==> src/vac_pkg.sv <==
package vac_pkg;

  // Host I/O port addresses
  localparam logic [15:0] VAC_PORT_WRITE = 16'h03c0;
  localparam logic [15:0] VAC_PORT_READ = 16'h03c1;
  localparam logic [15:0] VAC_PORT_STAT_MONO = 16'h03ba;
  localparam logic [15:0] VAC_PORT_STAT_COLOUR = 16'h03da;

  // Attribute register indices
  localparam logic [4:0] VAC_IDX_PAL_LAST = 5'h0f;
  localparam logic [4:0] VAC_IDX_MODE = 5'h10;
  localparam logic [4:0] VAC_IDX_BORDER = 5'h11;
  localparam logic [4:0] VAC_IDX_PLANE = 5'h12;
  localparam logic [4:0] VAC_IDX_PAN = 5'h13;
  localparam logic [4:0] VAC_IDX_CSEL = 5'h14;

  // Index register fields
  localparam int VAC_IDX_PAS_BIT = 5;

  // Mode control fields
  localparam int VAC_MODE_GFX = 0;
  localparam int VAC_MODE_MONO = 1;
  localparam int VAC_MODE_LINEGFX = 2;
  localparam int VAC_MODE_BLINK = 3;
  localparam int VAC_MODE_PANCOMPAT = 5;
  localparam int VAC_MODE_PELWIDTH = 6;
  localparam int VAC_MODE_CSEL54 = 7;

  // Status register 1 fields
  localparam int VAC_STAT_DISP_BIT = 0;
  localparam int VAC_STAT_VSYNC_BIT = 3;

  // Panning limits
  localparam logic [3:0] VAC_PAN_MAX_9DOT = 4'h8;
  localparam logic [3:0] VAC_PAN_MAX_8DOT = 4'h7;

  // Values after reset
  localparam logic [5:0] VAC_RST_INDEX = 6'h00;
  localparam logic [7:0] VAC_RST_MODE = 8'h00;
  localparam logic [7:0] VAC_RST_BORDER = 8'h00;
  localparam logic [5:0] VAC_RST_PLANE = 6'h0f;
  localparam logic [3:0] VAC_RST_PAN = 4'h0;
  localparam logic [3:0] VAC_RST_CSEL = 4'h0;

  // Cycles from a read strobe to its answer
  localparam int VAC_READ_LATENCY = 2;

  typedef enum logic {
    VAC_PH_INDEX = 1'b0,
    VAC_PH_DATA = 1'b1
  } vac_phase_t;

endpackage

==> src/vac_palette_ram.sv <==
`timescale 1ns/1ps
`default_nettype none
module vac_palette_ram #(
  parameter int DEPTH = 16,
  parameter int WIDTH = 6,
  parameter int AW = 4
) (
  input wire logic i_clk,
  input wire logic i_rstn,
  input wire logic i_we,
  input wire logic [AW-1:0] i_waddr,
  input wire logic [WIDTH-1:0] i_wdata,
  input wire logic [AW-1:0] i_pix_addr,
  output logic [WIDTH-1:0] o_pix_data,
  input wire logic [AW-1:0] i_cpu_addr,
  output logic [WIDTH-1:0] o_cpu_data
);

  logic [WIDTH-1:0] mem [DEPTH];

  // Array has no reset; software loads every entry before use
  always_ff @(posedge i_clk) begin
    if (i_we) begin
      mem[i_waddr] <= i_wdata;
    end
  end

  always_ff @(posedge i_clk or negedge i_rstn) begin
    if (!i_rstn) begin
      o_pix_data <= '0;
      o_cpu_data <= '0;
    end else begin
      o_pix_data <= mem[i_pix_addr];
      o_cpu_data <= mem[i_cpu_addr];
    end
  end

endmodule // vac_palette_ram
`default_nettype wire

==> src/vac_attr_ctrl.sv <==
// Behaviour
// - Status register 1 read resets access flip-flop
// - Write port alternates index then data
// - Separate read port returns selected register
// - Index picks palette, mode, border, plane, pan, select
// - Index bit 5 clear blanks video output
// - Pixel selects six-bit palette colour
// - Mode bit 7 substitutes colour select bits
// - Mode bit 6 halves the pixel clock
// - Line compare zeroes panning until vertical sync
// - Mode bit 3 picks blink or intensity
// - Mode bit 2 copies eighth dot ninth
// - Mode bit 1 selects monochrome attributes
// - Mode bit 0 selects graphics mode
// - Border register drives colour in overscan
// - Plane enables mask pixel bits
// - Plane bits 5:4 route colours to status
// - Misc output bit 0 moves status port
// - Panning shift depends on character width
// - Colour select drives top bits except 256
`timescale 1ns/1ps
`default_nettype none
module vac_attr_ctrl
  import vac_pkg::*;
#(
  parameter int PAL_DEPTH = 16,
  parameter int PAL_WIDTH = 6
) (
  input wire logic I_CLK,
  input wire logic I_RSTN,
  // Host I/O
  input wire logic [15:0] I_IO_ADDR,
  input wire logic I_IO_WR,
  input wire logic I_IO_RD,
  input wire logic [7:0] I_IO_WDATA,
  output logic [7:0] O_IO_RDATA,
  output logic O_IO_RVALID,
  input wire logic I_MISC_COLOUR_ADDR,
  // Timing from the CRT side
  input wire logic I_VSYNC,
  input wire logic I_DISP_INACTIVE,
  input wire logic I_LINE_COMPARE,
  input wire logic I_NINE_DOT,
  input wire logic I_BLINK_PHASE,
  // Pixel stream in
  input wire logic I_PIX_VALID,
  output logic O_PIX_READY,
  input wire logic [3:0] I_PIX_DATA,
  input wire logic [3:0] I_PIX_BG,
  input wire logic I_PIX_DOT,
  input wire logic I_PIX_NINTH,
  input wire logic I_PIX_LINE_CHAR,
  input wire logic I_PIX_PREV_DOT,
  input wire logic I_PIX_BORDER,
  // Colour stream out to the DAC
  output logic O_COLOUR_VALID,
  input wire logic I_COLOUR_READY,
  output logic [7:0] O_COLOUR,
  output logic O_PCLK_EN,
  output logic [3:0] O_PAN_SHIFT,
  output logic O_SKEW_DISABLE
);

  vac_phase_t phase;
  logic [5:0] index;
  logic [7:0] mode;
  logic [7:0] border;
  logic [5:0] plane;
  logic [3:0] pan;
  logic [3:0] csel;
  logic [7:0] last_colour;
  logic lc_lock;
  logic rd_pend;
  logic [15:0] rd_addr;
  logic s1_valid;
  logic s1_border;
  logic half;
  logic [3:0] hi_nibble;
  logic [7:0] skid_data;
  logic skid_valid;
  logic [PAL_WIDTH-1:0] pal_pix;
  logic [PAL_WIDTH-1:0] pal_cpu;

  logic stat_hit;
  logic wr_port;
  logic wr_data;
  logic pal_we;
  logic accept;
  logic out_take;
  logic s1_emit;
  logic [7:0] s1_colour;
  logic [3:0] pix_index;
  logic next_out_valid;
  logic next_skid_valid;
  logic next_s1_valid;

  function automatic logic [15:0] stat_port(input logic colour_addr);
    stat_port = colour_addr ? VAC_PORT_STAT_COLOUR : VAC_PORT_STAT_MONO;
  endfunction

  // Ninth column, blink and monochrome handling for text modes
  function automatic logic [3:0] text_index(
    input logic [7:0] m,
    input logic [3:0] fg,
    input logic [3:0] bg,
    input logic dot,
    input logic ninth,
    input logic line_char,
    input logic prev_dot,
    input logic blink_phase
  );
    logic d;
    logic [3:0] b;
    d = dot;
    b = bg;
    if (ninth) begin
      d = m[VAC_MODE_LINEGFX] & line_char & prev_dot;
    end
    if (m[VAC_MODE_BLINK]) begin
      b[3] = 1'b0;
      if (bg[3] && !blink_phase) begin
        d = 1'b0;
      end
    end
    if (m[VAC_MODE_MONO]) begin
      text_index = d ? {fg[3], {3{|fg[2:0]}}}
                     : {b[3], {3{|b[2:0]}}};
    end else begin
      text_index = d ? fg : b;
    end
  endfunction

  // Effective left shift; 256-colour mode moves in pixel pairs
  function automatic logic [3:0] pan_shift(
    input logic [3:0] v,
    input logic wide,
    input logic nine
  );
    if (wide) begin
      pan_shift = (v <= VAC_PAN_MAX_8DOT) ? {2'b00, v[2:1]} : 4'h0;
    end else if (nine) begin
      pan_shift = (v < VAC_PAN_MAX_9DOT) ? 4'(v + 4'h1) : 4'h0;
    end else begin
      pan_shift = (v <= VAC_PAN_MAX_8DOT) ? v : 4'h0;
    end
  endfunction

  // Host port decode
  assign stat_hit = I_IO_RD && (I_IO_ADDR == stat_port(I_MISC_COLOUR_ADDR));
  assign wr_port = I_IO_WR && (I_IO_ADDR == VAC_PORT_WRITE);
  assign wr_data = wr_port && (phase == VAC_PH_DATA);
  assign pal_we = wr_data && (index[4:0] <= VAC_IDX_PAL_LAST);

  // Access flip-flop; a status read outranks a same-cycle write
  always_ff @(posedge I_CLK or negedge I_RSTN) begin
    if (!I_RSTN) begin
      phase <= VAC_PH_INDEX;
    end else if (stat_hit) begin
      phase <= VAC_PH_INDEX;
    end else if (wr_port) begin
      phase <= (phase == VAC_PH_INDEX) ? VAC_PH_DATA : VAC_PH_INDEX;
    end
  end

  always_ff @(posedge I_CLK or negedge I_RSTN) begin
    if (!I_RSTN) begin
      index <= VAC_RST_INDEX;
    end else if (wr_port && phase == VAC_PH_INDEX) begin
      index <= I_IO_WDATA[5:0];
    end
  end

  // Data registers; mode and border keep all eight bits, plane, pan and select drop their upper bits
  always_ff @(posedge I_CLK or negedge I_RSTN) begin
    if (!I_RSTN) begin
      mode <= VAC_RST_MODE;
      border <= VAC_RST_BORDER;
      plane <= VAC_RST_PLANE;
      pan <= VAC_RST_PAN;
      csel <= VAC_RST_CSEL;
    end else if (wr_data) begin
      unique case (index[4:0])
        VAC_IDX_MODE: mode <= I_IO_WDATA;
        VAC_IDX_BORDER: border <= I_IO_WDATA;
        VAC_IDX_PLANE: plane <= I_IO_WDATA[5:0];
        VAC_IDX_PAN: pan <= I_IO_WDATA[3:0];
        VAC_IDX_CSEL: csel <= I_IO_WDATA[3:0];
        default: ;
      endcase
    end
  end

  // Reads answer two cycles after the strobe so the palette read port can settle
  always_ff @(posedge I_CLK or negedge I_RSTN) begin
    if (!I_RSTN) begin
      rd_pend <= 1'b0;
      rd_addr <= 16'h0000;
    end else begin
      rd_pend <= I_IO_RD;
      rd_addr <= I_IO_ADDR;
    end
  end

  always_ff @(posedge I_CLK or negedge I_RSTN) begin
    if (!I_RSTN) begin
      O_IO_RDATA <= 8'h00;
      O_IO_RVALID <= 1'b0;
    end else begin
      O_IO_RVALID <= rd_pend;
      if (rd_pend) begin
        if (rd_addr == VAC_PORT_WRITE) begin
          O_IO_RDATA <= {2'b00, index};
        end else if (rd_addr == VAC_PORT_READ) begin
          if (index[4:0] <= VAC_IDX_PAL_LAST) begin
            O_IO_RDATA <= 8'({2'b00, pal_cpu});
          end else begin
            unique case (index[4:0])
              VAC_IDX_MODE: O_IO_RDATA <= mode;
              VAC_IDX_BORDER: O_IO_RDATA <= border;
              VAC_IDX_PLANE: O_IO_RDATA <= {2'b00, plane};
              VAC_IDX_PAN: O_IO_RDATA <= {4'h0, pan};
              VAC_IDX_CSEL: O_IO_RDATA <= {4'h0, csel};
              default: O_IO_RDATA <= 8'h00;
            endcase
          end
        end else if (rd_addr == stat_port(I_MISC_COLOUR_ADDR)) begin
          O_IO_RDATA <= 8'h00;
          O_IO_RDATA[VAC_STAT_DISP_BIT] <= I_DISP_INACTIVE;
          O_IO_RDATA[VAC_STAT_VSYNC_BIT] <= I_VSYNC;
          unique case (plane[5:4])
            2'b00: O_IO_RDATA[5:4] <= {last_colour[2], last_colour[0]};
            2'b01: O_IO_RDATA[5:4] <= {last_colour[5], last_colour[4]};
            2'b10: O_IO_RDATA[5:4] <= {last_colour[3], last_colour[1]};
            2'b11: O_IO_RDATA[5:4] <= {last_colour[7], last_colour[6]};
          endcase
        end else begin
          O_IO_RDATA <= 8'h00;
        end
      end
    end
  end

  // Line compare lock; a compare in the vsync cycle still sets it
  always_ff @(posedge I_CLK or negedge I_RSTN) begin
    if (!I_RSTN) begin
      lc_lock <= 1'b0;
    end else if (I_LINE_COMPARE && mode[VAC_MODE_PANCOMPAT]) begin
      lc_lock <= 1'b1;
    end else if (I_VSYNC) begin
      lc_lock <= 1'b0;
    end
  end

  always_ff @(posedge I_CLK or negedge I_RSTN) begin
    if (!I_RSTN) begin
      O_PAN_SHIFT <= 4'h0;
      O_SKEW_DISABLE <= 1'b0;
    end else begin
      O_PAN_SHIFT <= lc_lock ? 4'h0
                     : pan_shift(pan, mode[VAC_MODE_PELWIDTH], I_NINE_DOT);
      O_SKEW_DISABLE <= lc_lock;
    end
  end

  // Pixel clock enable: every cycle, or every other in 256-colour mode
  always_ff @(posedge I_CLK or negedge I_RSTN) begin
    if (!I_RSTN) begin
      O_PCLK_EN <= 1'b1;
    end else begin
      O_PCLK_EN <= mode[VAC_MODE_PELWIDTH] ? ~O_PCLK_EN : 1'b1;
    end
  end

  // Palette address from the incoming pixel
  always_comb begin
    if (mode[VAC_MODE_GFX]) begin
      pix_index = I_PIX_DATA;
    end else begin
      pix_index = text_index(mode, I_PIX_DATA, I_PIX_BG, I_PIX_DOT,
                             I_PIX_NINTH, I_PIX_LINE_CHAR, I_PIX_PREV_DOT,
                             I_BLINK_PHASE);
    end
    pix_index = pix_index & plane[3:0];
  end

  vac_palette_ram #(
    .DEPTH(PAL_DEPTH),
    .WIDTH(PAL_WIDTH),
    .AW(4)
  ) u_pal (
    .i_clk(I_CLK),
    .i_rstn(I_RSTN),
    .i_we(pal_we),
    .i_waddr(index[3:0]),
    .i_wdata(I_IO_WDATA[PAL_WIDTH-1:0]),
    .i_pix_addr(pix_index),
    .o_pix_data(pal_pix),
    .i_cpu_addr(index[3:0]),
    .o_cpu_data(pal_cpu)
  );

  assign accept = I_PIX_VALID && O_PIX_READY;

  always_ff @(posedge I_CLK or negedge I_RSTN) begin
    if (!I_RSTN) begin
      s1_valid <= 1'b0;
      s1_border <= 1'b0;
    end else begin
      s1_valid <= accept;
      s1_border <= I_PIX_BORDER;
    end
  end

  // Colour formation after the palette
  always_comb begin
    s1_emit = s1_valid;
    s1_colour = {csel[3:2], pal_pix[5:4], pal_pix[3:0]};
    if (mode[VAC_MODE_CSEL54]) begin
      s1_colour[5:4] = csel[1:0];
    end
    if (mode[VAC_MODE_PELWIDTH]) begin
      s1_colour = {hi_nibble, pal_pix[3:0]};
      s1_emit = s1_valid && half;
    end
    if (s1_border) begin
      s1_colour = border;
      s1_emit = s1_valid;
    end
    if (!index[VAC_IDX_PAS_BIT]) begin
      s1_colour = 8'h00;
    end
  end

  // Two nibbles make one 256-colour pixel, first is the high half
  always_ff @(posedge I_CLK or negedge I_RSTN) begin
    if (!I_RSTN) begin
      half <= 1'b0;
      hi_nibble <= 4'h0;
    end else if (!mode[VAC_MODE_PELWIDTH] || (s1_valid && s1_border)) begin
      half <= 1'b0;
    end else if (s1_valid) begin
      half <= ~half;
      if (!half) begin
        hi_nibble <= pal_pix[3:0];
      end
    end
  end

  // Two-entry buffer: output register plus skid register
  assign out_take = O_COLOUR_VALID && I_COLOUR_READY;

  always_comb begin
    next_out_valid = O_COLOUR_VALID;
    next_skid_valid = skid_valid;
    if (out_take) begin
      next_out_valid = skid_valid | s1_emit;
      next_skid_valid = skid_valid & s1_emit;
    end else if (s1_emit) begin
      next_out_valid = 1'b1;
      next_skid_valid = O_COLOUR_VALID;
    end
    next_s1_valid = accept;
  end

  always_ff @(posedge I_CLK or negedge I_RSTN) begin
    if (!I_RSTN) begin
      O_COLOUR_VALID <= 1'b0;
      O_COLOUR <= 8'h00;
      skid_valid <= 1'b0;
      skid_data <= 8'h00;
    end else begin
      O_COLOUR_VALID <= next_out_valid;
      skid_valid <= next_skid_valid;
      if (out_take || !O_COLOUR_VALID) begin
        O_COLOUR <= skid_valid ? skid_data : s1_colour;
        skid_data <= s1_colour;
      end else if (s1_emit) begin
        skid_data <= s1_colour;
      end
    end
  end

  // Ready counts the word in flight, so no word is lost on a stall;
  // the price is half rate once the buffer holds a word
  always_ff @(posedge I_CLK or negedge I_RSTN) begin
    if (!I_RSTN) begin
      O_PIX_READY <= 1'b0;
    end else begin
      O_PIX_READY <= (2'(next_out_valid) + 2'(next_skid_valid)
                      + 2'(next_s1_valid)) < 2'd2;
    end
  end

  // Colour seen by the status multiplexer
  always_ff @(posedge I_CLK or negedge I_RSTN) begin
    if (!I_RSTN) begin
      last_colour <= 8'h00;
    end else if (s1_emit) begin
      last_colour <= s1_colour;
    end
  end

endmodule // vac_attr_ctrl
`default_nettype wire

==> config.mk <==
export PLATFORM = sky130hd
export DESIGN_NAME = vac_attr_ctrl
export DESIGN_NICKNAME = d
export VERILOG_FILES = /design/src/vac_pkg.sv /design/src/vac_palette_ram.sv /design/src/vac_attr_ctrl.sv
export SDC_FILE = /design/constraint.sdc
export NUM_CORES = 1
export LEC_CHECK = 0
export BUFFER_PORTS_ARGS = -buffer_cell sky130_fd_sc_hd__buf_2
export CORE_UTILIZATION = 37
export CTS_BUF_LIST = sky130_fd_sc_hd__clkbuf_8 sky130_fd_sc_hd__clkbuf_16
export CTS_CLUSTER_SIZE = 24
export DETAILED_ROUTE_END_ITERATION = 8
export PLACE_DENSITY_LB_ADDON = 0.1
export SYNTH_ARGS = -nofsm -noshare
export SYNTH_HDL_FRONTEND = slang
export SYNTH_SLANG_ARGS = --single-unit
==> constraint.sdc <==
create_clock -name I_CLK -period 2.4 [get_ports I_CLK]
set_input_delay 0.48 -clock I_CLK [delete_from_list [all_inputs] [get_ports I_CLK]]
set_output_delay 0.48 -clock I_CLK [all_outputs]
set_load 0.01 [all_outputs]
Word-level counts from Yosys, hierarchy flattened
Memory sizes are Yosys's and may differ from the RTL's. A register that Yosys moved wholly into a read port is not among the register bits.
Index checks and enable logic that the tools add are counted.

storage, ports and cells
  memories kept = 1
  memory bits (writable) = 96
  input port bits = 49
  logic and storage cells = 131
  register bits = 104
  output and inout port bits = 25

cells by class
  bitwise gates (word level) = 9
  equality and inequality tests = 13
  muxes and demuxes = 45
  magnitude comparators = 4
  reduce and logical (&&, ||, !) cells = 31
  $add $sub $neg = 3

memory list
  memory     depth  bits a word  read ports  clocked after memory_dff  wr ports  line                   text
  u_pal.mem  16     6            2           2                         1         vac_palette_ram.sv:19  logic [WIDTH-1:0] mem [DEPTH];

operators by type and width
  kind                  count
  $mux 8                9
  $eq 16x10->1 const B  3
  $pmux 8 s5            1
  $mux 4                9
  $eq 5x5->1 const B    5
  $mux 1                21
  $eq 16x10->1          1
  $eq 16x16->1          1
  $logic_and 1x1->1     11
  $reduce_and 2->1      5
  $pmux 2 s4            1
  $reduce_bool 2->1     4
  $mux 7                1
  $mux 6                1
  $reduce_or 3->1       2
  $le 5x4->1 const B    1
  $logic_not 1->1       5
  $add 4x1->4 const B   1
  $and 4x4->4           1
  $eq 2x2->1 const B    2
  $le 4x3->1 const B    1
  $lt 4x4->1 const B    1
  $mux 2                2
  $not 1->1             4
  9 further kinds       12

Logic depth before layout (Yosys ltp)
Gate-level depths: netlist of run 1.

  depth in word-level cells = 10
  depth in mapped cells = 10

Cells and area by module
From an unflattened synthesis of run 1, not the netlist that was laid out.

second synthesis, totals
  cell total of the unflattened synthesis = 662
  area total of the unflattened synthesis = 9,691.8 µm²

by module, submodules not included
  module           cells an instance  sequential area each (µm²)  times used  area an instance (µm²)
  vac_palette_ram  237                3,183.1                     1           4,854.7
  vac_attr_ctrl    425                2,608.8                     1           4,837.1

Worst setup path after synthesis of run 1
Ideal clock, no wire load.

  path kind = input-to-reg
  from = input port I_IO_ADDR[11]
  to = memory u_pal.mem[3][0], enable pin
  cell stages on the path = 7
  slack = -0.194 ns
  arrival time = 2.217 ns
  cell sequence = nor4b_1 > nand4_1 > nor4_1 > and3_1 > nor2b_1 > nand3_1 > nor3_1

between the ends
  longest elaborated chain between the ends = 6

RTL lines
  what                          line                   text
  start: declaration            vac_attr_ctrl.sv:32    input wire logic [15:0] I_IO_ADDR,
  $eq 16x10->1                  vac_attr_ctrl.sv:150   assign wr_port = I_IO_WR && (I_IO_ADDR == VAC_PORT_WRITE);
  $logic_and 1x1->1             vac_attr_ctrl.sv:150
  $logic_and 1x1->1             vac_attr_ctrl.sv:151   assign wr_data = wr_port && (phase == VAC_PH_DATA);
  $logic_and 1x1->1             vac_attr_ctrl.sv:152   assign pal_we = wr_data && (index[4:0] <= VAC_IDX_PAL_LAST);
  $mux 1                        vac_palette_ram.sv:23  if (i_we) begin
  $mux 1 (not written as such)  vac_palette_ram.sv:24  mem[i_waddr] <= i_wdata;
  end: declaration              vac_palette_ram.sv:19

No other way between the ends.

Worst setup path in the final report of run 1
  from = register mode[3]
  to = register u_pal.o_pix_data[1] (read register of u_pal.mem)

between the ends
  longest elaborated chain between the ends = 6

RTL lines
  what                              line                                        text
  start: declaration                vac_attr_ctrl.sv:66                         logic [7:0] mode;
  start signal: assignment          vac_attr_ctrl.sv:176                        mode <= VAC_RST_MODE;
  start signal: assignment          vac_attr_ctrl.sv:183                        VAC_IDX_MODE: mode <= I_IO_WDATA;
  $mux 1                            vac_attr_ctrl.sv:119                        if (m[VAC_MODE_BLINK]) begin
  $mux 1                            vac_attr_ctrl.sv:276                        if (mode[VAC_MODE_GFX]) begin
  $mux 4, on equally long branches  vac_attr_ctrl.sv:129, vac_attr_ctrl.sv:126
  $mux 4 *                          vac_attr_ctrl.sv:125                        if (m[VAC_MODE_MONO]) begin
  $mux 4 *                          vac_attr_ctrl.sv:276
  $and 4x4->4 *                     vac_attr_ctrl.sv:283                        pix_index = pix_index & plane[3:0];
  end: declaration                  vac_palette_ram.sv:14                       output logic [WIDTH-1:0] o_pix_data,

Every way passes the cells marked *; elsewhere a longest branch is shown, timed or not. The select of a mux whose other input is x is not followed.
A chain may end at the register's enable or synchronous reset.

==> results of run 1 <==
[worst reg2reg max path, delay by kind of cell, from the launching register on]
kind,cells,cell delay (ps)
flops,1,450
simple gates,4,1130
buf+inv,3,450
compound gates,2,330
mux,1,150
[report_power, final]
group | switching, uW | total [uW] | internal (uW)
Clock | 1470 | 3740 | 2270
Sequential | 82.4 | 3970 | 3880
Combinational | 275 | 457 | 182
Total | 1830 | 8170 | 6340
[per-layer routing]
metal	up-vias	global-route usage (%)
met3	49	2.928
li1	2925	-
met4	0	6.160
met2	154	33.70
met1	3246	25.83
met5	-	0
[state kept, by name (all words and copies together), names as in the netlist, 8 cells and up]
| signal | flops |
|---|---|
| border | 8 |
| O_COLOUR | 8 |
| mode | 8 |
| skid_data | 8 |
| O_IO_RDATA | 8 |
| rd_addr | 16 |
| u_pal.mem | 96 |
| last_colour | 8 |
[placed cells by master (no fill, tap or decap), types with 3 or more instances in the layout]
cell type / instances
nand3_1: 7
and3_1: 3
edfxtp_1: 96
bufinv_16: 3
mux2i_2: 5
clkinv_2: 8
dfrtp_2: 3
a21oi_1: 35
nand3b_1: 5
nor4_1: 4
buf_4: 74
dfstp_2: 5
clkbuf_16: 25
nand3_2: 3
nor3_2: 4
nor3_4: 4
buf_2: 72
or4_4: 4
o22ai_2: 6
mux4_2: 35
and2_1: 3
mux2i_1: 57
mux2_2: 49
buf_12: 8
nand2_1: 40
nand4_1: 5
or4_1: 6
nor2b_1: 4
inv_1: 9
nor2_1: 46
nor3_1: 5
dfrtp_1: 108
o21ai_0: 26
o22ai_1: 22
nand2b_1: 7
[worst max-delay path by stage]
stage	from	end	depth (start not counted)	slack (ps)
2_1_floorplan	I_PIX_LINE_CHAR	u_pal.o_pix_data[0]	9	-70
3_3_place_gp	I_IO_ADDR[11]	u_pal.mem[3][4]	10	-590
3_5_place_dp	I_IO_ADDR[11]	u_pal.mem[3][4]	10	-560
4_1_cts	mode[2]	u_pal.o_pix_data[1]	9	-210
5_1_grt	mode[3]	u_pal.o_pix_data[1]	10	-330
6_report	mode[3]	u_pal.o_pix_data[1]	10	-240
[stage by stage]
stage                     hold WS (ps)  TNS, ps  instance area [um^2]  utilization [%]  total power (uW)
after floorplan                  184.4    -1808                  9604                -              4219
final                            69.88    -1204                 12040            47.68              8168
after global placement           433.9   -63060                 10820            42.84              4471
after CTS                        60.16    -1156                 11880            47.05              8268
after detailed placement         437.8   -57070                 10820            42.84              4490
after global routing             63.09    -1694                 12040            47.68              8462
[repair_timing]
| item | 4_1_cts | 5_1_grt |
|---|---|---|
| setup endpoints to repair | 12 | 124 |
| setup buffers | 5 | 5 |
| hold endpoints to repair | 32 | 0 |
| gates cloned | 2 | 0 |
| gates resized for setup | 28 | 25 |
| pin swaps | 8 | 7 |
| hold buffers | 1 | 0 |
[cell families after synthesis]
family | Yosys count | share of synthesized area, %
mux | 149 | 20.85
buf+inv | 46 | 2.096
fa+ha+maj | 2 | 0.2619
simple gates | 171 | 9.484
compound gates | 106 | 6.484
flops | 212 | 60.64
xor+xnor | 2 | 0.1834
[cell type report]
cell class,count,area (um^2),share of cell area [%]
Clock buffer,27,653.1,5.424
Timing Repair Buffer,158,1152,9.571
Inverter,8,30.03,0.2494
Sequential cell,212,5796,48.13
Tap cell,330,412.9,3.429
Clock inverter,17,165.2,1.372
Multi-Input combinational cell,430,3831,31.82
==> results_dict.tcl, run 1 <==
set metrics [dict create \
    cts.sinks 212 \
    dr_wl_met2_um 12700 \
    drt-met1-wl_um 11170 \
    path_cells "nand3b_1 > a21boi_4 > nor4b_2 > nor3_4 > buf_12 > buf_12 > buf_4 > mux2i_1 > o22ai_1 > or4_1" \
    tightest_slew_ps 661.4 \
    cpMostUsedCell "buf_12" \
    path_buf_inv 3 \
    grt_pass1_vias 6590 \
    placedCellCount 1126 \
    worst_setup_path_end_kind "flip-flop" \
    slew-limit-headroom_pct 55.91 \
    htreeDepth 1 \
    routed_wl_um 25690 \
    viasPerCell 5.393 \
    fin_cells 1182 \
    drt-wirelength-per-cell_um 21.73 \
    dp_hpwl_um 17760 \
    max-cap-violations 0 \
    drt-initial-drc-count 526 \
    power_density_nw_per_um2 678.4 \
    status "finished with violations" \
    finalNetCount 885 \
    critical-path-top-delay-family "simple AND/OR/NAND/NOR gates" \
    synth_top_area_share_pct 30.18 \
    min_path_type "in2reg" \
    finalHoldViolCount 0 \
    fill_cells 2240 \
    cp.required_ps 2780 \
    drc 0 \
    grt_usage_pct 19.73 \
    dr_wl_met3_um 1074 \
    die_area_um2 26460 \
    timing.rr.end "u_pal.o_pix_data[1]" \
    num_vias 6374 \
    fp.dieH_um 162.7 \
    netlist_area_um2 9552 \
    whs_path_depth 1 \
    die_w_um 162.7 \
    yosys_warnings 0 \
    cpMaxStageDelayCell "or4_1" \
    worstSkewPairLatency_ps 520 \
    vdd_ir_drop_max_mv 0.5209 \
    drive_above_1_share_pct 40.26 \
    worstRegToRegCells 10 \
    fin_skew_ps 9.626 \
    grt_start_max_net_pins 45 \
    top_layer "met4" \
    r2r_slack_ps -240 \
    synth.area.top_cells "edfxtp_1, dfrtp_1, mux4_2" \
    failed_checks "setup timing" \
    cts.clk_slew.worst_paths_ps 60 \
    routabilityCongestion 0.8571 \
    rows 58 \
    synth-seq-cells 212 \
    yosysSeqAreaShare_pct 60.64 \
    cts_tree "done" \
    io_pins 74 \
    synth_top_cell_by_area "edfxtp_1" \
    post-synth-top-count-cell "dfrtp_1" \
    period_share_pct 109.9 \
    coreArea_um2 25250 \
    syn-num-nets 739 \
    holdPathEnd "s1_border" \
    slew_viol_final 0 \
    fmax_ghz 0.3792 \
    grt_overflow 0 \
    grt_pass1_wl_um 38930 \
    arrival_ps 3020 \
    syn-mean-instance-area_um2 13.88 \
    syn2layout_area_growth_pct 26.05 \
    rsz0062_at_grt "true" \
    diodes 0 \
    cp_max_fo 8 \
    ant_nets 0 \
    dp_slack_ps -564.5 \
    syn_inst 688 \
    synthArstFlopShare_pct 54.72 \
    numPortBuffers 73 \
    slowest_delay_ps 510 \
    firstDrtPassIters 5 \
    yosys-top-cells-count "dfrtp_1, edfxtp_1, mux2i_1, mux2_2, nor2_1" \
    hp-start "I_PIX_BORDER" \
    p_leak_uw 0.004658 \
    cp-start-kind "flip-flop" \
    antenna_found_initial 0 \
    clockRootBuffer "clkbuf_16" \
    setup_viol_count_final 6 \
    yosysUniqueCellTypes 55 \
    synth_edf_count 96 \
    start_util_pct 37.82 \
    crit_type "reg2reg" \
    clk_path_buf_depth 3 \
    r2r_start "mode[3]" \
    synthFlopType "dfrtp_1" \
    cts_made_buffers 24 \
    worst_slack_ps -236.9 \
    period_minus_slack_ps 2637 \
]
No activity file was read; power rests on OpenSTA's default activity.
==> run 2: changes to the inputs <==
--- a/config.mk
+++ b/config.mk
@@ -6,6 +6,8 @@
 export NUM_CORES = 1
 export LEC_CHECK = 0
 export BUFFER_PORTS_ARGS = -buffer_cell sky130_fd_sc_hd__buf_2
+export CELL_PAD_IN_SITES_DETAIL_PLACEMENT = 2
+export CELL_PAD_IN_SITES_GLOBAL_PLACEMENT = 2
 export CORE_UTILIZATION = 37
 export CTS_BUF_LIST = sky130_fd_sc_hd__clkbuf_8 sky130_fd_sc_hd__clkbuf_16
 export CTS_CLUSTER_SIZE = 24
==> run 2 against run 1 <==
- the run still ends with setup timing left
- global-route usage up 3.4 points
- combinational power up 5.5%
- largest power group unchanged
- maximum frequency down 3.2%
- highest routed layer unchanged
- critical path depth down 1
- sequential power about the same
==> results_dict.tcl, run 2 (same netlist as run 1, synthesis figures left out) <==
set metrics [dict create \
    status "finished with violations" \
    failed_checks "setup timing" \
    syn2layout_area_growth_pct 25.79 \
    cp_max_fo 6 \
    die_area_um2 26460 \
    viasPerCell 5.553 \
    worst_slack_ps -323.9 \
    firstDrtPassIters 4 \
    cp.required_ps 2790 \
    setup_viol_count_final 6 \
    tightest_slew_ps 732.2 \
    clockRootBuffer "clkbuf_16" \
    final_common_cell "dfrtp_1" \
    fp.dieH_um 162.7 \
    pwr-share-seq_pct 49.5 \
    cp-start-kind "flip-flop" \
    place_area_um2 10890 \
    min_path_type "in2reg" \
    fmax_ghz 0.3671 \
    period_share_pct 113.5 \
    routed_wl_um 29680 \
    finalHoldViolCount 0 \
    arrival_ps 3110 \
    rsz0062_at_grt "true" \
    num_vias 6580 \
    cts.sinks 212 \
    p_leak_uw 0.004659 \
    drc 0 \
    worstSkewPairLatency_ps 530 \
    antenna_found_initial 0 \
    worst_setup_path_end_kind "flip-flop" \
    placedCellCount 1130 \
    io_pins 74 \
    largest_register_ffs 96 \
    fin_util_pct 47.58 \
    grt_overflow 0 \
    top_register "u_pal.mem" \
    numPortBuffers 73 \
    cts_made_buffers 25 \
    clk_path_buf_depth 3 \
    routabilityCongestion 0.8476 \
    start_util_pct 37.82 \
    design_area_um2 12020 \
    ant_nets 0 \
    slew-limit-headroom_pct 51.19 \
    switchingPower_uw 1871 \
    htreeDepth 1 \
    die_w_um 162.7 \
    largestRegisters "u_pal.mem (96), rd_addr (16)" \
    drive_above_1_share_pct 39.18 \
    grt_start_max_net_pins 46 \
    cts_tree "done" \
    coreArea_um2 25250 \
    diodes 0 \
    grt_pass1_wl_um 45640 \
    drt-initial-drc-count 349 \
    rows 58 \
    final_cell_mix "dfrtp_1, edfxtp_1, buf_2, buf_4, mux2_2" \
    dp_hpwl_um 20990 \
    switching_share_pct 23.29 \
    fin_skew_ps 9.926 \
    power_density_nw_per_um2 668.7 \
    vdd_ir_drop_max_mv 0.6506 \
    clkPwrFrac_pct 44.5 \
    slew_viol_final 0 \
    power_uw 8034 \
    drt-wirelength-per-cell_um 25.04 \
    combPwrFrac_pct 6.0 \
    finalNetCount 888 \
    grt_pass1_vias 7562 \
    dp_slack_ps -783.7 \
    crit_type "reg2reg" \
    fin_cells 1185 \
    max-cap-violations 0 \
    period_minus_slack_ps 2724 \
    grt_usage_pct 23.18 \
    cts.clk_slew.worst_paths_ps 60 \
    p_int_uw 6163 \
]
-- run 2: cell count changes in the layout (fill, tap and decap cells not counted), sizes merged --
| cell | delta |
|---|---|
| buf | +2 |
| bufinv | -1 |
| clkbuf | -2 |
| clkinv | -3 |
| clkinvlp | -1 |
| inv | +8 |
-- run 2: path summary, 6_finish.rpt --
| kind | startpoint | cells past startpoint | to | slack, ps |
|---|---|---|---|---|
| setup reg to reg | mode[0] | 9 | u_pal.o_pix_data[5] | -320 |
| hold / removal | I_PIX_BORDER | 1 | s1_border | 70 |
| max in group asynchronous | I_RSTN | 3 | index[0] | 1310 |
| setup / recovery | mode[0] | 9 | u_pal.o_pix_data[5] | -320 |
| hold reg to reg | O_PCLK_EN | 1 | O_PCLK_EN | 450 |
| min in group asynchronous | I_RSTN | 2 | rd_addr[14] | 450 |
-- run 2: power groups by stage --
stage	Sequential, uW	Clock [uW]	Combinational [uW]
3_5_place_dp	4050	0	478
2_1_floorplan	4030	0	194
4_1_cts	3980	3680	489
6_report	3980	3570	482
5_1_grt	3990	3810	533
3_3_place_gp	4030	0	450
-- run 2: worst max-delay path: stages, from the launching register on --
cell	delay (ps)
dfrtp_2	430
buf_6	130
o311ai_4	360
nor2_2	90
nor3_4	280
buf_6	210
buf_4	170
mux2i_4	250
o22ai_1	120
or4_4	540
-- run 2: timing repair --
| item | CTS | global route |
|---|---|---|
| hold buffers | 1 | 0 |
| cloned | 1 | 0 |
| setup buffers | 6 | 4 |
| setup endpoints to repair | 60 | 117 |
| endpoints found under the hold margin | 26 | 0 |
| gates resized for setup | 36 | 23 |
| pin swaps | 8 | 14 |
-- run 2: metal layers --
metal | part of all wire [%] | routed length [um] | vias to the layer above | track usage [%]
li1 | - | - | 2923 | -
met4 | 4.2 | 1260 | 0 | 8.709
met1 | 39 | 11700 | 3442 | 27.94
met2 | 52 | 15420 | 156 | 41.98
met3 | 4.4 | 1301 | 59 | 3.107
met5 | 0 | 0 | - | 0
-- run 2: per-stage QoR --
step,hold WS [ps],setup TNS [ps]
floorplan,184.4,-1808
global placement,433.8,-59180
detailed placement,442.5,-63290
CTS,51.53,-1593
global route,49.54,-2516
finish,71.18,-1635
-- run 2: cell type report --
type	count	area, um^2
clock inverters	20	140.1
clock buffers	25	625.6
multi-input cells	430	3857
flip-flops and latches	212	5796
repair buffers	160	1154
inverters	8	30.03
fillers	2411	13240
well taps	330	412.9
==> run 3: changes to the inputs <==
--- a/config.mk
+++ b/config.mk
@@ -12,7 +12,7 @@
 export CTS_BUF_LIST = sky130_fd_sc_hd__clkbuf_8 sky130_fd_sc_hd__clkbuf_16
 export CTS_CLUSTER_SIZE = 24
 export DETAILED_ROUTE_END_ITERATION = 8
-export PLACE_DENSITY_LB_ADDON = 0.1
+export PLACE_DENSITY = 0.84
 export SYNTH_ARGS = -nofsm -noshare
 export SYNTH_HDL_FRONTEND = slang
 export SYNTH_SLANG_ARGS = --single-unit
==> constraint.sdc (replaced) <==
create_clock -name I_CLK -period 2.4 [get_ports I_CLK]
set_input_delay 0.24 -clock I_CLK [delete_from_list [all_inputs] [get_ports I_CLK]]
set_output_delay 0.24 -clock I_CLK [all_outputs]
set_load 0.01 [all_outputs]
==> run 3 against run 2 <==
- the run still ends with setup timing left
- clock power up 13%
- global-route usage is 5.0 points higher
- hold slack worse by 16 ps
- routed wire length up 29%
- power is 6.4% higher
- sequential power hardly changed
- clock skew rose by 24 ps
- final area rose by 5.1%
- count of clock-buffer cells in the layout grew 4
- die area unchanged
- register-to-register slack lost 80 ps
- critical path type unchanged
- largest cell class unchanged
- largest power group is now the clock network
- highest routed layer is now met5
==> results_dict.tcl, run 3 (same netlist as run 1, synthesis figures left out) <==
set metrics [dict create \
    dp_slack_ps -474.0 \
    io_pins 74 \
    setup_viol_count_final 6 \
    grt_start_max_net_pins 82 \
    fmax_ghz 0.3563 \
    viasPerCell 5.944 \
    antenna_found_initial 1 \
    drt-wirelength-per-cell_um 31.55 \
    firstDrtPassIters 5 \
    final_common_cell "dfrtp_1" \
    rsz0062_at_grt "true" \
    cts.sinks 212 \
    die_area_um2 26460 \
    rows 58 \
    status "finished with violations" \
    cpMaxStageDelayCell "or4_4" \
    drt-initial-drc-count 547 \
    holdPathEnd "skid_valid" \
    grt_usage_pct 28.21 \
    diodes 0 \
    numPortBuffers 73 \
    grt_pass1_vias 8226 \
    start_util_pct 37.82 \
    clockRootBuffer "clkbuf_16" \
    htreeDepth 1 \
    final_cell_mix "dfrtp_1, edfxtp_1, buf_2" \
    worst_setup_path_end_kind "flip-flop" \
    grt_pass1_wl_um 54060 \
    p_leak_uw 0.004887 \
    slew_viol_final 0 \
    worstSkewPairLatency_ps 550 \
    top_register "u_pal.mem" \
    cts.clk_slew.worst_paths_ps 70 \
    ant_nets 0 \
    clk_path_buf_depth 3 \
    drive_above_1_share_pct 40.72 \
    period_minus_slack_ps 2807 \
    whs_path_depth 3 \
    r2r_slack_ps -410 \
    cp_max_fo 10 \
    worst_slack_ps -407.0 \
    routabilityCongestion 0.8728 \
    timing.rr.end "u_pal.o_pix_data[5]" \
    cpMostUsedCell "buf_12" \
    drc 0 \
    path_cells "and4_4 > o311ai_4 > nor2_2 > nor3_4 > buf_12 > buf_12 > mux2i_1 > o22ai_1 > or4_4" \
    slowest_delay_ps 560 \
    largestRegisters "u_pal.mem (96), rd_addr (16)" \
    vdd_ir_drop_max_mv 0.5027 \
    cp.required_ps 2820 \
    crit_type "reg2reg" \
    finalHoldViolCount 0 \
    routed_wl_um 38300 \
    hp-start "I_COLOUR_READY" \
    fp.dieH_um 162.7 \
    cts_tree "done" \
    min_path_type "in2reg" \
    coreArea_um2 25250 \
    arrival_ps 3220 \
    fin_skew_ps 33.44 \
    die_w_um 162.7 \
    slew-limit-headroom_pct 40.86 \
    r2r_start "mode[2]" \
    finalNetCount 916 \
    power_density_nw_per_um2 676.9 \
    largest_register_ffs 96 \
    syn2layout_area_growth_pct 32.16 \
    failed_checks "setup timing" \
    cp-start-kind "flip-flop" \
    setup_tns_ps -2071 \
    tightest_slew_ps 887.2 \
    dp_hpwl_um 21450 \
    power_uw 8545 \
    cts_made_buffers 25 \
    grt_overflow 0 \
    period_share_pct 117.0 \
    num_vias 7216 \
    max-cap-violations 0 \
    worstRegToRegCells 9 \
]
-- run 3: cell types whose count changed in the layout (fill, tap and decap cells not counted), sizes merged --
cell,change
clkinv,-1
buf,+4
inv,-3
dlygate4sd3,+24
bufinv,+1
clkbuf,+4
-- run 3: critical path, delay by kind of cell, from the launching register on --
kind / cells / cell delay (ps)
mux: 1 / 310
flops: 1 / 380
simple gates: 4 / 1110
buf+inv: 2 / 340
compound gates: 2 / 500
-- run 3: layout make-up --
class | count | area [um^2]
tap | 330 | 412.9
sequential | 212 | 5796
clock inverter | 17 | 170.2
multi-input combinational | 430 | 3998
inverter | 8 | 30.03
clock buffer | 29 | 691.9
timing repair buffer | 188 | 1525
fill | 2329 | 12630
-- run 3: per-stage QoR --
| stage | cell area (um^2) | utilization (%) | instances | hold WS (ps) |
|---|---|---|---|---|
| 3_5_place_dp | 10810 | 42.81 | 1122 | 310.4 |
| 2_1_floorplan | 9567 | - | 688 | -55.59 |
| 5_1_grt | 12620 | 49.99 | 1214 | 69.67 |
| 4_1_cts | 12320 | 48.80 | 1208 | 25.17 |
| 6_report | 12620 | 49.99 | 1214 | 54.98 |
| 3_3_place_gp | 10810 | 42.81 | 1122 | 306.6 |
-- run 3: timing repair --
action                                  in CTS  in global routing
hold buffers                                25                  0
hold endpoints to repair                   136                  0
buffers inserted                            13                  6
cloned                                       2                  0
endpoints found under the setup margin       6                132
pin swaps                                    9                 11
resized for setup                           47                 43
-- run 3: where the power goes --
group,internal [uW],switching (uW)
Combinational,200,333
Clock,2390,1640
Sequential,3880,101
-- run 3: worst max-delay path by stage --
stage,from,to,slack [ps],cells past startpoint
6_report,mode[2],u_pal.o_pix_data[5],-410,9
5_1_grt,mode[3],u_pal.o_pix_data[4],-480,10
4_1_cts,mode[0],u_pal.o_pix_data[0],-290,10
3_5_place_dp,mode[2],u_pal.o_pix_data[1],-470,8
3_3_place_gp,mode[2],u_pal.o_pix_data[1],-290,8
2_1_floorplan,mode[2],u_pal.o_pix_data[0],10,9
-- run 3: metal layers --
| layer | track usage, % | vias to the layer above | share of wire (%) |
|---|---|---|---|
| met3 | 4.253 | 125 | 4.8 |
| met5 | 0 | - | 0.034 |
| met4 | 12.66 | 2 | 5.5 |
| met1 | 31.24 | 3793 | 36 |
| li1 | - | 2976 | - |
| met2 | 52.99 | 320 | 53 |
